[config.mk]
export PLATFORM = sky130hd
export DESIGN_NAME = stsc_cmd
export DESIGN_NICKNAME = d
export VERILOG_FILES = /design/src/rtl/stsc_pkg.sv /design/src/rtl/stsc_addr_map.sv /design/src/rtl/stsc_cmd.sv /design/src/rtl/stsc_temp_enc.sv
export VERILOG_INCLUDE_DIRS = /design/src /design/src/rtl
export SDC_FILE = /design/constraint.sdc
export NUM_CORES = 1
export LEC_CHECK = 0
export ABC_AREA = 1
export BUFFER_PORTS_ARGS = -buffer_cell sky130_fd_sc_hd__buf_2
export CAP_MARGIN = 20
export CORE_UTILIZATION = 50
export CTS_CLUSTER_DIAMETER = 30
export DETAILED_ROUTE_END_ITERATION = 16
export PLACE_DENSITY = 0.81
export SYNTH_ARGS = -nofsm -noshare
export SYNTH_HDL_FRONTEND = slang
export SYNTH_SLANG_ARGS = --single-unit
[constraint.sdc]
create_clock -name clk -period 5.76 [get_ports clk]
set_input_delay 0.288 -clock clk [delete_from_list [all_inputs] [get_ports clk]]
set_output_delay 0.288 -clock clk [all_outputs]
set_load 0.01 [all_outputs]
[src/rtl/stsc_cfg.svh]
// constants for the positioning and temperature sense command block
// ============================================================
// Summary of operation
// - opcodes 70h..7Fh all decode as the positioning command
// - positioning starts a move to the target track and selects the head
// - positioning works without any formatted medium present
// - in block-address mode, address bits 0-7 come from the low byte
// - in block-address mode, bits 8-15 come from mid and 16-23 from high
// - in block-address mode, bits 24-27 come from the head field
// - in track/head mode, mid and high bytes form the cylinder number
// - in track/head mode, the four-bit head field is the head number
// - after a block-address move the current address is returned
// - a command reports the internal temperature to the host
// - opcode F0h decodes as the temperature sense command
// - any other feature value aborts the sense command with an error
// - the sense command runs even in power-up-in-standby
// - a good sense command leaves its temperature code in the count byte
// - code 00h means minus twenty degrees or colder
// - codes 01h-FEh mean code/2 minus twenty degrees
// - code FFh means hotter than 107 degrees
`ifndef STSC_CFG_SVH
`define STSC_CFG_SVH
// ============================================================
// register byte addresses
`define STSC_OFF_FEATURE 12'h000
`define STSC_OFF_COUNT 12'h004
`define STSC_OFF_ADDR_LOW 12'h008
`define STSC_OFF_ADDR_MID 12'h00C
`define STSC_OFF_ADDR_HIGH 12'h010
`define STSC_OFF_UNIT 12'h014
`define STSC_OFF_OPCODE 12'h018
`define STSC_OFF_FAILURE 12'h01C
`define STSC_OFF_STATE 12'h020
`define STSC_OFF_CONTROL 12'h024
// ============================================================
// opcodes and feature value
`define STSC_OP_SEEK_HI 4'h7
`define STSC_OP_SENSE 8'hF0
`define STSC_FEAT_SENSE 8'h01
// ============================================================
// unit register fields
`define STSC_UNIT_LBA_BIT 6
// failure_cause bits
`define STSC_ERR_NOTFOUND_BIT 4
`define STSC_ERR_ABORT_BIT 2
// device_state bits
`define STSC_ST_BUSY_BIT 7
`define STSC_ST_RDY_BIT 6
`define STSC_ST_FAULT_BIT 5
`define STSC_ST_SEEKDONE_BIT 4
`define STSC_ST_ERR_BIT 0
// reset values
`define STSC_STATE_RESET 8'h50
// ============================================================
// temperature code limits and timing
`define STSC_TEMP_MIN_CODE 8'h00
`define STSC_TEMP_MAX_CODE 8'hFF
`define STSC_SEEK_TIMEOUT_US 100
`define STSC_CLK_MHZ 50
`define STSC_SEEK_TIMEOUT_CYC (`STSC_SEEK_TIMEOUT_US * `STSC_CLK_MHZ)
`endif

[src/rtl/stsc_pkg.sv]
// types for the positioning and temperature sense command block
package stsc_pkg;
    // target handed to the positioner
    typedef struct packed {
        logic lba_mode;
        logic [27:0] address;
    } stsc_target_s;
    // answer from the positioner
    typedef struct packed {
        logic done;
        logic fail;
        logic [27:0] address;
    } stsc_pos_result_s;
    typedef enum logic [2:0] {
        STSC_IDLE,
        STSC_SEEK_WAIT,
        STSC_SENSE_WAIT,
        STSC_FINISH
    } stsc_state_e;
endpackage

[src/rtl/stsc_addr_map.sv]
// maps the command-block bytes to a target for the positioner
`timescale 1ns/1ns
`default_nettype none
module stsc_addr_map (
    // command block bytes in
    input wire logic lba_mode,
    input wire logic [7:0] low_byte,
    input wire logic [7:0] mid_byte,
    input wire logic [7:0] high_byte,
    input wire logic [3:0] head_field,
    // target out
    output stsc_pkg::stsc_target_s target
);
    // both modes pack the same bytes; lba_mode tells the positioner how
    // to read them (cylinder = high:mid, head = head_field)
    // one driver for the whole struct: {lba_mode, head, high, mid, low}
    assign target = {lba_mode, head_field, high_byte, mid_byte,
        low_byte};
endmodule // stsc_addr_map
`default_nettype wire

[src/rtl/stsc_cmd.sv]
// command interpreter for the positioning and temperature sense commands
//
// Added by the designer: the APB register port and the placing of the registers.
`timescale 1ns/1ns
`default_nettype none
`include "stsc_cfg.svh"
module stsc_cmd #(
    parameter int SEEK_TIMEOUT = `STSC_SEEK_TIMEOUT_CYC
) (
    // clock and reset
    input wire logic clk,
    input wire logic reset,
    // apb slave
    input wire logic psel,
    input wire logic penable,
    input wire logic pwrite,
    input wire logic [11:0] paddr,
    input wire logic [31:0] pwdata,
    output logic [31:0] prdata,
    output logic pready,
    output logic pslverr,
    // positioner
    output logic pos_start,
    output stsc_pkg::stsc_target_s pos_target,
    input wire stsc_pkg::stsc_pos_result_s pos_result,
    // temperature sensor (same clock domain)
    output logic temp_request,
    input wire logic temp_valid,
    input wire logic signed [11:0] temp_half_deg,
    // status
    output logic standby_hold
);
    // ============================================================
    // registers
    logic [7:0] feature_reg;
    logic [7:0] count_reg;
    logic [7:0] low_reg;
    logic [7:0] mid_reg;
    logic [7:0] high_reg;
    logic [7:0] unit_reg;
    logic [7:0] opcode_reg;
    logic [7:0] failure_reg;
    logic [7:0] state_reg;
    logic standby_reg;
    logic [31:0] prdata_reg;
    logic pready_reg;
    logic pslverr_reg;
    logic pos_start_reg;
    logic temp_req_reg;
    stsc_pkg::stsc_target_s target_reg;
    stsc_pkg::stsc_state_e fsm_reg;
    logic [31:0] timer_reg;

    // ============================================================
    // bus decode
    wire logic setup_ph;
    wire logic acc_ph;
    wire logic wr_en;
    wire logic busy;
    wire logic hit;
    wire logic [7:0] wbyte;
    assign setup_ph = psel && !penable;
    // writes land at the edge that completes the access phase
    assign acc_ph = psel && penable && pready_reg;
    assign busy = state_reg[`STSC_ST_BUSY_BIT];
    assign wr_en = acc_ph && pwrite && !busy;
    assign wbyte = pwdata[7:0];
    assign hit = (paddr == `STSC_OFF_FEATURE) || (paddr == `STSC_OFF_COUNT)
        || (paddr == `STSC_OFF_ADDR_LOW) || (paddr == `STSC_OFF_ADDR_MID)
        || (paddr == `STSC_OFF_ADDR_HIGH) || (paddr == `STSC_OFF_UNIT)
        || (paddr == `STSC_OFF_OPCODE) || (paddr == `STSC_OFF_FAILURE)
        || (paddr == `STSC_OFF_STATE) || (paddr == `STSC_OFF_CONTROL);

    // opcode decode on the written byte
    wire logic op_wr;
    wire logic is_seek;
    wire logic is_sense;
    assign op_wr = wr_en && (paddr == `STSC_OFF_OPCODE);
    assign is_seek = wbyte[7:4] == `STSC_OP_SEEK_HI;
    assign is_sense = wbyte == `STSC_OP_SENSE;
    wire logic feat_ok;
    assign feat_ok = feature_reg == `STSC_FEAT_SENSE;

    // read mux
    wire logic [7:0] rbyte;
    assign rbyte = (paddr == `STSC_OFF_COUNT) ? count_reg :
        (paddr == `STSC_OFF_ADDR_LOW) ? low_reg :
        (paddr == `STSC_OFF_ADDR_MID) ? mid_reg :
        (paddr == `STSC_OFF_ADDR_HIGH) ? high_reg :
        (paddr == `STSC_OFF_UNIT) ? unit_reg :
        (paddr == `STSC_OFF_FAILURE) ? failure_reg :
        (paddr == `STSC_OFF_STATE) ? state_reg :
        (paddr == `STSC_OFF_CONTROL) ? {7'h00, standby_reg} : 8'h00;

    // ============================================================
    // helpers
    stsc_pkg::stsc_target_s map_target;
    wire logic code_valid;
    wire logic [7:0] code;
    stsc_addr_map u_map (
        .lba_mode(unit_reg[`STSC_UNIT_LBA_BIT]),
        .low_byte(low_reg),
        .mid_byte(mid_reg),
        .high_byte(high_reg),
        .head_field(unit_reg[3:0]),
        .target(map_target)
    );
    stsc_temp_enc u_enc (
        .clk(clk),
        .reset(reset),
        .sample_valid(temp_valid && fsm_reg == stsc_pkg::STSC_SENSE_WAIT),
        .sample_half_deg(temp_half_deg),
        .code_valid(code_valid),
        .code(code)
    );

    // ============================================================
    // apb answer: one wait-free access phase, registered
    always_ff @(posedge clk or posedge reset) begin
        if (reset) begin
            prdata_reg <= 32'h0000_0000;
            pready_reg <= 1'b0;
            pslverr_reg <= 1'b0;
        end else begin
            pready_reg <= setup_ph;
            pslverr_reg <= setup_ph && !hit;
            prdata_reg <= (setup_ph && !pwrite) ? {24'h000000, rbyte} : 32'h0;
        end
    end

    // ============================================================
    // command sequencer
    wire logic seek_fin;
    wire logic timeout;
    assign seek_fin = fsm_reg == stsc_pkg::STSC_SEEK_WAIT && pos_result.done;
    assign timeout = fsm_reg == stsc_pkg::STSC_SEEK_WAIT
        && timer_reg == 32'(SEEK_TIMEOUT - 1);
    always_ff @(posedge clk or posedge reset) begin
        if (reset) begin
            fsm_reg <= stsc_pkg::STSC_IDLE;
            timer_reg <= 32'h0;
            pos_start_reg <= 1'b0;
            temp_req_reg <= 1'b0;
            target_reg <= '0;
        end else begin
            pos_start_reg <= 1'b0;
            timer_reg <= (fsm_reg == stsc_pkg::STSC_SEEK_WAIT)
                ? timer_reg + 32'h1 : 32'h0;
            unique case (fsm_reg)
                stsc_pkg::STSC_IDLE: begin
                    // no format check: the move never depends on medium state
                    if (op_wr && is_seek) begin
                        fsm_reg <= stsc_pkg::STSC_SEEK_WAIT;
                        pos_start_reg <= 1'b1;
                        target_reg <= map_target;
                    end else if (op_wr && is_sense && feat_ok) begin
                        // standby does not gate the sense path
                        fsm_reg <= stsc_pkg::STSC_SENSE_WAIT;
                        temp_req_reg <= 1'b1;
                    end else if (op_wr) begin
                        fsm_reg <= stsc_pkg::STSC_FINISH;
                    end
                end
                stsc_pkg::STSC_SEEK_WAIT: begin
                    if (seek_fin || timeout) begin
                        fsm_reg <= stsc_pkg::STSC_FINISH;
                    end
                end
                stsc_pkg::STSC_SENSE_WAIT: begin
                    if (code_valid) begin
                        temp_req_reg <= 1'b0;
                        fsm_reg <= stsc_pkg::STSC_FINISH;
                    end
                end
                stsc_pkg::STSC_FINISH: begin
                    fsm_reg <= stsc_pkg::STSC_IDLE;
                end
            endcase
        end
    end

    // ============================================================
    // task-file registers: host writes while idle, results on completion
    always_ff @(posedge clk or posedge reset) begin
        if (reset) begin
            feature_reg <= 8'h00;
            count_reg <= 8'h00;
            low_reg <= 8'h00;
            mid_reg <= 8'h00;
            high_reg <= 8'h00;
            unit_reg <= 8'h00;
            opcode_reg <= 8'h00;
            standby_reg <= 1'b0;
        end else begin
            if (wr_en && paddr == `STSC_OFF_FEATURE) feature_reg <= wbyte;
            if (wr_en && paddr == `STSC_OFF_COUNT) count_reg <= wbyte;
            if (wr_en && paddr == `STSC_OFF_UNIT) unit_reg <= wbyte;
            if (wr_en && paddr == `STSC_OFF_CONTROL) standby_reg <= wbyte[0];
            if (op_wr) opcode_reg <= wbyte;
            if (fsm_reg == stsc_pkg::STSC_SENSE_WAIT && code_valid) begin
                count_reg <= code;
            end
            // block-address result overwrites the address bytes
            if (seek_fin && !pos_result.fail && target_reg.lba_mode) begin
                low_reg <= pos_result.address[7:0];
                mid_reg <= pos_result.address[15:8];
                high_reg <= pos_result.address[23:16];
                unit_reg[3:0] <= pos_result.address[27:24];
            end else begin
                if (wr_en && paddr == `STSC_OFF_ADDR_LOW) low_reg <= wbyte;
                if (wr_en && paddr == `STSC_OFF_ADDR_MID) mid_reg <= wbyte;
                if (wr_en && paddr == `STSC_OFF_ADDR_HIGH) high_reg <= wbyte;
            end
        end
    end

    // ============================================================
    // error and status bytes
    wire logic seek_bad;
    wire logic sense_bad;
    assign seek_bad = (seek_fin && pos_result.fail) || timeout;
    assign sense_bad = fsm_reg == stsc_pkg::STSC_IDLE && op_wr && !is_seek
        && !(is_sense && feat_ok);
    always_ff @(posedge clk or posedge reset) begin
        if (reset) begin
            failure_reg <= 8'h00;
            state_reg <= `STSC_STATE_RESET;
        end else if (fsm_reg == stsc_pkg::STSC_IDLE && op_wr) begin
            // a new command clears old error and raises busy
            failure_reg <= sense_bad ? 8'h04 : 8'h00;
            state_reg <= 8'h80;
        end else if (seek_bad) begin
            // timeout means no target answered, otherwise abort
            failure_reg[`STSC_ERR_NOTFOUND_BIT] <= timeout;
            failure_reg[`STSC_ERR_ABORT_BIT] <= !timeout;
            state_reg[`STSC_ST_ERR_BIT] <= 1'b1;
        end else if (fsm_reg == stsc_pkg::STSC_FINISH) begin
            state_reg[`STSC_ST_BUSY_BIT] <= 1'b0;
            state_reg[`STSC_ST_RDY_BIT] <= 1'b1;
            state_reg[`STSC_ST_SEEKDONE_BIT] <= 1'b1;
            state_reg[`STSC_ST_ERR_BIT] <= failure_reg != 8'h00;
        end
    end

    // ============================================================
    // outputs
    assign prdata = prdata_reg;
    assign pready = pready_reg;
    assign pslverr = pslverr_reg;
    assign pos_start = pos_start_reg;
    assign pos_target = target_reg;
    assign temp_request = temp_req_reg;
    assign standby_hold = standby_reg;

    // ============================================================
    // checks
    a_seek_decode: assert property (@(posedge clk) disable iff (reset)
        fsm_reg == stsc_pkg::STSC_IDLE && op_wr && is_seek |=> pos_start)
        else $error("seek opcode did not start a move");
    a_seek_target: assert property (@(posedge clk) disable iff (reset)
        pos_start |-> pos_target.address[27:24] == unit_reg[3:0]
        && pos_target.address[7:0] == low_reg)
        else $error("target bytes wrong");
    a_sense_decode: assert property (@(posedge clk) disable iff (reset)
        fsm_reg == stsc_pkg::STSC_IDLE && op_wr && wbyte == 8'hF0
        && feature_reg == 8'h01 |=> temp_request)
        else $error("sense not started");
    a_feat_abort: assert property (@(posedge clk) disable iff (reset)
        fsm_reg == stsc_pkg::STSC_IDLE && op_wr && wbyte == 8'hF0
        && feature_reg != 8'h01 |=> failure_reg[2] ##2 state_reg[0])
        else $error("bad feature not aborted");
    a_code_low: assert property (@(posedge clk) disable iff (reset)
        temp_valid && fsm_reg == stsc_pkg::STSC_SENSE_WAIT
        && temp_half_deg <= -12'sd40 |=> code == 8'h00)
        else $error("cold code wrong");
    a_code_high: assert property (@(posedge clk) disable iff (reset)
        temp_valid && fsm_reg == stsc_pkg::STSC_SENSE_WAIT
        && temp_half_deg > 12'sd214 |=> code == 8'hFF)
        else $error("hot code wrong");
    a_result_store: assert property (@(posedge clk) disable iff (reset)
        fsm_reg == stsc_pkg::STSC_SENSE_WAIT && code_valid
        |=> count_reg == $past(code))
        else $error("count not loaded");
    a_lba_return: assert property (@(posedge clk) disable iff (reset)
        seek_fin && !pos_result.fail && target_reg.lba_mode
        |=> {high_reg, mid_reg, low_reg} == $past(pos_result.address[23:0]))
        else $error("address not returned");
    a_done_ready: assert property (@(posedge clk) disable iff (reset)
        fsm_reg == stsc_pkg::STSC_FINISH |=> !state_reg[7] && state_reg[6])
        else $error("busy not released");
    a_seek_fail: assert property (@(posedge clk) disable iff (reset)
        seek_bad |=> state_reg[0] && (failure_reg[4] || failure_reg[2]))
        else $error("failed move not flagged");
    c_seek_lba: cover property (@(posedge clk) disable iff (reset)
        seek_fin && target_reg.lba_mode);
    c_sense_ok: cover property (@(posedge clk) disable iff (reset)
        fsm_reg == stsc_pkg::STSC_SENSE_WAIT && code_valid);
    c_sense_standby: cover property (@(posedge clk) disable iff (reset)
        standby_reg && temp_request);
    c_seek_timeout: cover property (@(posedge clk) disable iff (reset)
        timeout);
endmodule // stsc_cmd
`default_nettype wire

[src/rtl/stsc_temp_enc.sv]
// encodes a signed half-degree temperature sample into the result code
`timescale 1ns/1ns
`default_nettype none
`include "stsc_cfg.svh"
module stsc_temp_enc (
    // clock and reset
    input wire logic clk,
    input wire logic reset,
    // sample in: signed, units of half a degree
    input wire logic sample_valid,
    input wire logic signed [11:0] sample_half_deg,
    // code out
    output logic code_valid,
    output logic [7:0] code
);
    // offset by -20 deg (40 half-degrees) gives the code directly
    wire logic signed [12:0] shifted;
    wire logic [7:0] code_next;
    assign shifted = 13'(sample_half_deg) + 13'sd40;
    assign code_next = (shifted <= 13'sd0) ? `STSC_TEMP_MIN_CODE :
        (shifted > 13'sd254) ? `STSC_TEMP_MAX_CODE :
        shifted[7:0];
    // registered so the result is stable for the controller
    always_ff @(posedge clk or posedge reset) begin
        if (reset) begin
            code_valid <= 1'b0;
            code <= 8'h00;
        end else begin
            code_valid <= sample_valid;
            code <= sample_valid ? code_next : code;
        end
    end
endmodule // stsc_temp_enc
`default_nettype wire

# Word level (Yosys, flattened, before mapping)

Index checks and enable logic that the tools add are counted.

Reduce and logical (&&, ||, !) cells: 64
Order comparisons: 2
Equal/unequal tests: 22
Add/subtract/negate cells: 2
Muxes and demuxes: 48

Operators with widths:

| operator                                                                          | count |
|---|---|
| 8-bit two-way mux                                                                 | 18 |
| 12-bit by 5-bit == test with 1-bit output (second input constant)                 | 4 |
| 32-bit by 1-bit adder with 32-bit output (second input constant)                  | 1 |
| 32-bit by 13-bit == test with 1-bit output (second input constant)                | 1 |
| 32-bit two-way mux                                                                | 1 |
| 1-bit logical AND                                                                 | 29 |
| 12-bit by 4-bit == test with 1-bit output (second input constant)                 | 2 |
| 12-bit by 6-bit == test with 1-bit output (second input constant)                 | 2 |
| 3-bit two-way mux                                                                 | 6 |
| 1-bit two-way mux                                                                 | 16 |
| 2-bit nonzero test                                                                | 8 |
| 12-bit by 7-bit adder with 13-bit output (second input constant)                  | 1 |
| 13-bit by 9-bit greater-than comparator with 1-bit output (second input constant) | 1 |
| 13-bit by 1-bit <= comparator with 1-bit output (second input constant)           | 1 |
| 12-bit by 3-bit == test with 1-bit output (second input constant)                 | 1 |
| 12-bit zero test                                                                  | 1 |
| 3-bit one-hot mux with 4 select lines                                             | 1 |
| 1-bit logical OR                                                                  | 11 |
| 8-bit by 1-bit == test with 1-bit output (second input constant)                  | 1 |
| 8-bit == test (second input constant)                                             | 1 |
| 1-bit zero test                                                                   | 8 |
| 4-bit two-way mux                                                                 | 2 |
| 8-bit nonzero test                                                                | 1 |
| 3-bit by 2-bit == test with 1-bit output (second input constant)                  | 2 |
| 12 further kinds                                                                  | 18 |

Word-level logic and storage cells: 161
Input port bits: 92
Output and inout bits: 66
Register bits: 146

# Depth between registers and ports, before layout

Depth after elaboration: 12
Mapped depth: 12
Depth with buffers taken out: 12

# Modules after synthesis

From an unflattened synthesis, not the netlist that was laid out.

Cells, all modules: 1,050
Area, all modules: 7,893.8 µm²

Modules (own cells, without submodules):

| module        | area each (µm²) | cells each | instances | sequential area each (µm²) |
|---|---|---|---|---|
| stsc_cmd      | 6,949.2         | 906        | 1         | 3,229.3 |
| stsc_temp_enc | 726.9           | 115        | 1         | 225.2 |
| stsc_addr_map | 217.7           | 29         | 1         | 0.0 |

# Worst setup path before layout

No wires, ideal clock.

Path kind: register to register
Start point: reg fsm_reg[1]
End point: reg unit_reg[0]
Setup slack: 3.935 ns
Buffers on the path: 2
Setup time: 0.130 ns
Arrival time: 1.695 ns
Stages on the path, launching flop included: 10
Data required time: 5.630 ns
Clock period less this slack: 1.825 ns
Cell sequence: dfrtp_1 inv_1 ha_1 buf_2 nand2_1 nor3_2 clkbuf_1 nor2_1 a22oi_1 o21ai_0

Cells in the longest elaborated chain, start to end: 5
Elaborated cells on any way between the ends: 6
Those cells by class: eq/ne (1); mux (1); reduce/logical (4)

Ends and longest elaborated chain:

| what                                                    | line            | source |
|---|---|---|
| from (decl)                                             | stsc_cmd.sv:51  | `stsc_pkg::stsc_state_e fsm_reg;` |
| from (signal assigned)                                  | stsc_cmd.sv:140 | `fsm_reg <= stsc_pkg::STSC_IDLE;` |
| from (signal assigned)                                  | stsc_cmd.sv:153 | `fsm_reg <= stsc_pkg::STSC_SEEK_WAIT;` |
| from (signal assigned)                                  | stsc_cmd.sv:158 | `fsm_reg <= stsc_pkg::STSC_SENSE_WAIT;` |
| 3-bit by 1-bit == test with 1-bit output *              | stsc_cmd.sv:135 | `assign seek_fin = fsm_reg == stsc_pkg::STSC_SEEK_WAIT && pos_result.done;` |
| 1-bit logical AND *                                     | stsc_cmd.sv:135 |  |
| 1-bit logical AND * (2 in a row)                        | stsc_cmd.sv:204 | `if (seek_fin && !pos_result.fail && target_reg.lba_mode) begin` |
| 4-bit two-way mux or 2-bit nonzero test (tied branches) | -               |  |
| to (signal assigned)                                    | stsc_cmd.sv:197 | `` if (wr_en && paddr == `STSC_OFF_UNIT) unit_reg <= wbyte; `` |
| to (signal assigned)                                    | stsc_cmd.sv:208 | `unit_reg[3:0] <= pos_result.address[27:24];` |
| to (decl)                                               | stsc_cmd.sv:40  | `logic [7:0] unit_reg;` |

Mark *: on every way between the ends. The rest lies on a longest branch, timed or not.
A chain may end at the register's enable or synchronous reset.

# Worst setup path in the final report

Start point: reg fsm_reg[1]
End point: reg high_reg[7]

Cells in the longest elaborated chain, start to end: 5
Elaborated cells on any way between the ends: 6
Those cells by class: eq/ne (1); mux (1); reduce/logical (4)

Ends and longest elaborated chain:

| what                                                    | line            | source |
|---|---|---|
| 3-bit by 1-bit == test with 1-bit output *              | stsc_cmd.sv:135 |  |
| 1-bit logical AND *                                     | stsc_cmd.sv:135 |  |
| 1-bit logical AND * (2 in a row)                        | stsc_cmd.sv:204 |  |
| 8-bit two-way mux or 2-bit nonzero test (tied branches) | -               |  |
| to (signal assigned)                                    | stsc_cmd.sv:207 | `high_reg <= pos_result.address[23:16];` |
| to (signal assigned)                                    | stsc_cmd.sv:212 | `` if (wr_en && paddr == `STSC_OFF_ADDR_HIGH) high_reg <= wbyte; `` |
| to (decl)                                               | stsc_cmd.sv:39  | `logic [7:0] high_reg;` |

Marks and branches as above.

==> key figures <==
GRT
  • First-pass GRT wire length: 30950 um
  • Grt peak-use layer: met2
  • Met2 Track Usage GR: roughly two fifths
  • Vias in the first global route: 6310
  • Total gr overflow: 0
  • Largest net degree at the start of global routing: 74
  • GR Util All Layers: 25.51%
  • Met1 global-route usage: between 30% and 40%
  • M3 GR Usage: under 10%
  • Initial antenna violation count: 1

STA
  • Tmin final: roughly 2700 ps
  • F_max: between 300 and 400 MHz
  • RSZ-0062 raised after global routing: no
  • Final Hold Violating Endpoints: 0
  • Final setup skew: roughly 8.6 ps
  • Max-slew violations: 0
  • Setup TNS: 0 ps
  • Period utilization: ~47%
  • Smallest hold slack: 95.81 ps
  • Final setup violation count: 0
  • Worst-Margin Slew: 920.1 ps
  • Slew HR: about two fifths

Yosys
  • Largest family of logic cells by synthesized area: simple AND/OR/NAND/NOR gates
  • Complex-gate fraction of the synthesized area: a little under an eighth
  • Sequential-to-total area share from yosys stat: a little under half
  • Synth top area share: about 46%
  • Post-synthesis instance total: 960
  • Multiplexer share of the synthesized area: 0.1507%
  • EDFF count, synth: 0
  • Synth cell types: 45
  • Average instance area after synthesis: around 8 um^2
  • Yosys reg bits: around 140
  • Synth Cell Area: about 7500 um^2
  • Top cells by area, synth: dfrtp_1, nand2_1, inv_1
  • Synth area leader: dfrtp_1
  • Xor/xnor share of the synthesized area: approximately 2.0%
  • Post-synthesis simple-gate area fraction: ~28%
  • Post-synthesis async set-or-reset flop share: 100.0%
  • Syn. warnings: 0
  • Post-Synth Adder-Cell Area: under 10%
  • Ys flop type: dfrtp_1

Run
  • Max-cap violations: 0

Routing
  • Initial DRC Count: 656
  • DR WL/cell: approximately 15 um
  • Avg Vias per Cell: around 5.3
  • Detailed-route via count: just under 7000
  • WL final: approximately 19000 um
  • Drt pass-1 iters: 6
  • Drt drc: 0
  • Final ANT Viol Nets: 0

Pwr
  • Worst vdd ir: roughly 0.24 mV
  • PD cells: between 200 and 300 nW/um^2
  • Final Total Pwr: 0.002581 W
  • Leakage power: about 4.3 nW

Outcome
  • Outcome: complete, no violations

Clocking
  • # H-tree levels: 4
  • Clk slew on worst S/H paths: 60 ps
  • Worst skew pair latency: approximately 430 ps
  • Clock buffer depth: 2
  • CTS tree: built
  • Root Driver: clkbuf_16
  • Clock Sinks: ~140
  • CTS Buf Count: 17
  • Post-CTS resize count: 0

Die
  • Die area: roughly 15000 um^2
  • Die H: between 100 and 150 um
  • Boundary pin count: about 160
  • Die X: ~120 um
  • Starting density of the core: around half
  • Core Region: approximately 15000 um^2
  • Cell row count: 44

Layout
  • Most common cell after layout, fill and taps aside: nand2_1
  • Largest register FFs: 32
  • Layout Cells excl Fill: 1267
  • # diodes: 0
  • Most frequent cells in the layout: nand2_1, dfrtp_1, inv_1
  • Nets: ~1200
  • Layout cells sized above 1: 17.45%
  • Area Overhead vs Synth: 16.34%

Worst setup path
  • Data arrival, critical path: 3030 ps
  • CP Launch Type: register
  • Critical Path Slowest Stage Cell: ha_1
  • CP cell instances: inv_1 > ha_1 > nand2_1 > nor3_4 > buf_4 > inv_2 > nand2_1 > inv_1 > nand2_1 > o211ai_1
  • Largest stage delay, worst path: 610 ps
  • CP Capture Type: register
  • Critical path's most frequent cell: nand2_1
  • Worst r2r path cells: 10
  • CP Class: reg2reg
  • Peak fanout along the critical path: 33
  • Worst Path Required: around 6100 ps
  • R2r setup slk: approximately 3000 ps

Placement
  • Placer congestion estimate: slightly above 0.9
  • Placed insts: 1234
  • Post-DP HPWL: 13790 um
  • Buffers on Ports: between 100 and 150

Hold path
  • Hold Path Depth: 2
  • Class of the worst hold path: in2reg
-- layer usage --
layer	up-vias	routed length [um]	share of wire (%)
li1	3281	-	-
met4	2	577	3.1
met5	-	10	0.054
met2	316	8537	46
met3	52	1411	7.6
met1	3109	8143	44
-- layout make-up --
cell class                 count  area (um^2)
fill                        1313         5841
sequential                   138         3455
multi-input combinational    681         3361
timing repair buffer         113        578.1
clock buffer                  20        456.7
inverter                     119        451.7
tap                          184        230.2
clock inverter                12        161.4
-- synthesized netlist by cell type, drive strengths merged (9+ instances only) --
| library cell | instances |
|---|---|
| o21ai | 80 |
| xor2 | 13 |
| clkbuf | 9 |
| nor3 | 28 |
| dfrtp | 137 |
| inv | 118 |
| nand2 | 265 |
| nand4 | 19 |
| nor2 | 118 |
| nand3 | 35 |
| a31oi | 30 |
| a21oi | 25 |
| buf | 36 |
-- path summary, 6_finish.rpt --
| kind | from | end |
|---|---|---|
| min in group asynchronous | reset | pos_target[25]$_DFFE_PP0P_ |
| setup reg to reg | fsm_reg[1]$_DFFE_PP0P_ | high_reg[7]$_DFFE_PP0P_ |
| max in group asynchronous | reset | count_reg[4]$_DFFE_PP0P_ |
| hold / removal | penable | pready$_DFF_PP0_ |
| setup / recovery | fsm_reg[1]$_DFFE_PP0P_ | high_reg[7]$_DFFE_PP0P_ |
| hold reg to reg | timer_reg[0]$_DFF_PP0_ | timer_reg[0]$_DFF_PP0_ |
-- worst max-delay path: cells and delay by family, from the launching register on --
| family | cells | cell delay [ps] |
|---|---|---|
| AND/OR/NAND/NOR | 4 | 700 |
| adder cells (fa/ha/maj) | 1 | 610 |
| flip-flops | 1 | 390 |
| AO/OA/AOI/OAI | 1 | 80 |
| buffers and inverters | 4 | 790 |
-- stage by stage --
| stage | utilization, % | cell area (um^2) | setup WS (ps) |
|---|---|---|---|
| floorplan | - | 7559 | 1777 |
| global placement | 55.49 | 8065 | 3151 |
| detailed placement | 55.49 | 8065 | 3075 |
| CTS | 59.81 | 8693 | 3052 |
| global route | 59.81 | 8693 | 2762 |
| finish | 59.81 | 8693 | 3031 |
-- where the power goes --
part	internal (W)	total, W	switching, W
Clock	0.000708	0.00114	0.000434
Sequential	0.00104	0.00108	0.0000437
Combinational	0.000115	0.000359	0.000244
Total	0.00186	0.00258	0.000722
-- repair_timing --
action                                 4_1_cts  5_1_grt
endpoints found under the hold margin       65        0
buffers inserted                             0        0
hold buffers                                 1        0
-- kinds of logic after synthesis --
group | count (synthesis)
and+or+nand+nor | 478
DFF | 138
adders and majority gates | 8
muxes | 1
buffers and inverters | 164
xor gates and xnor gates | 17
other | 1
AOI/OAI and AO/OA | 153
(Power assumes the default switching activity.)
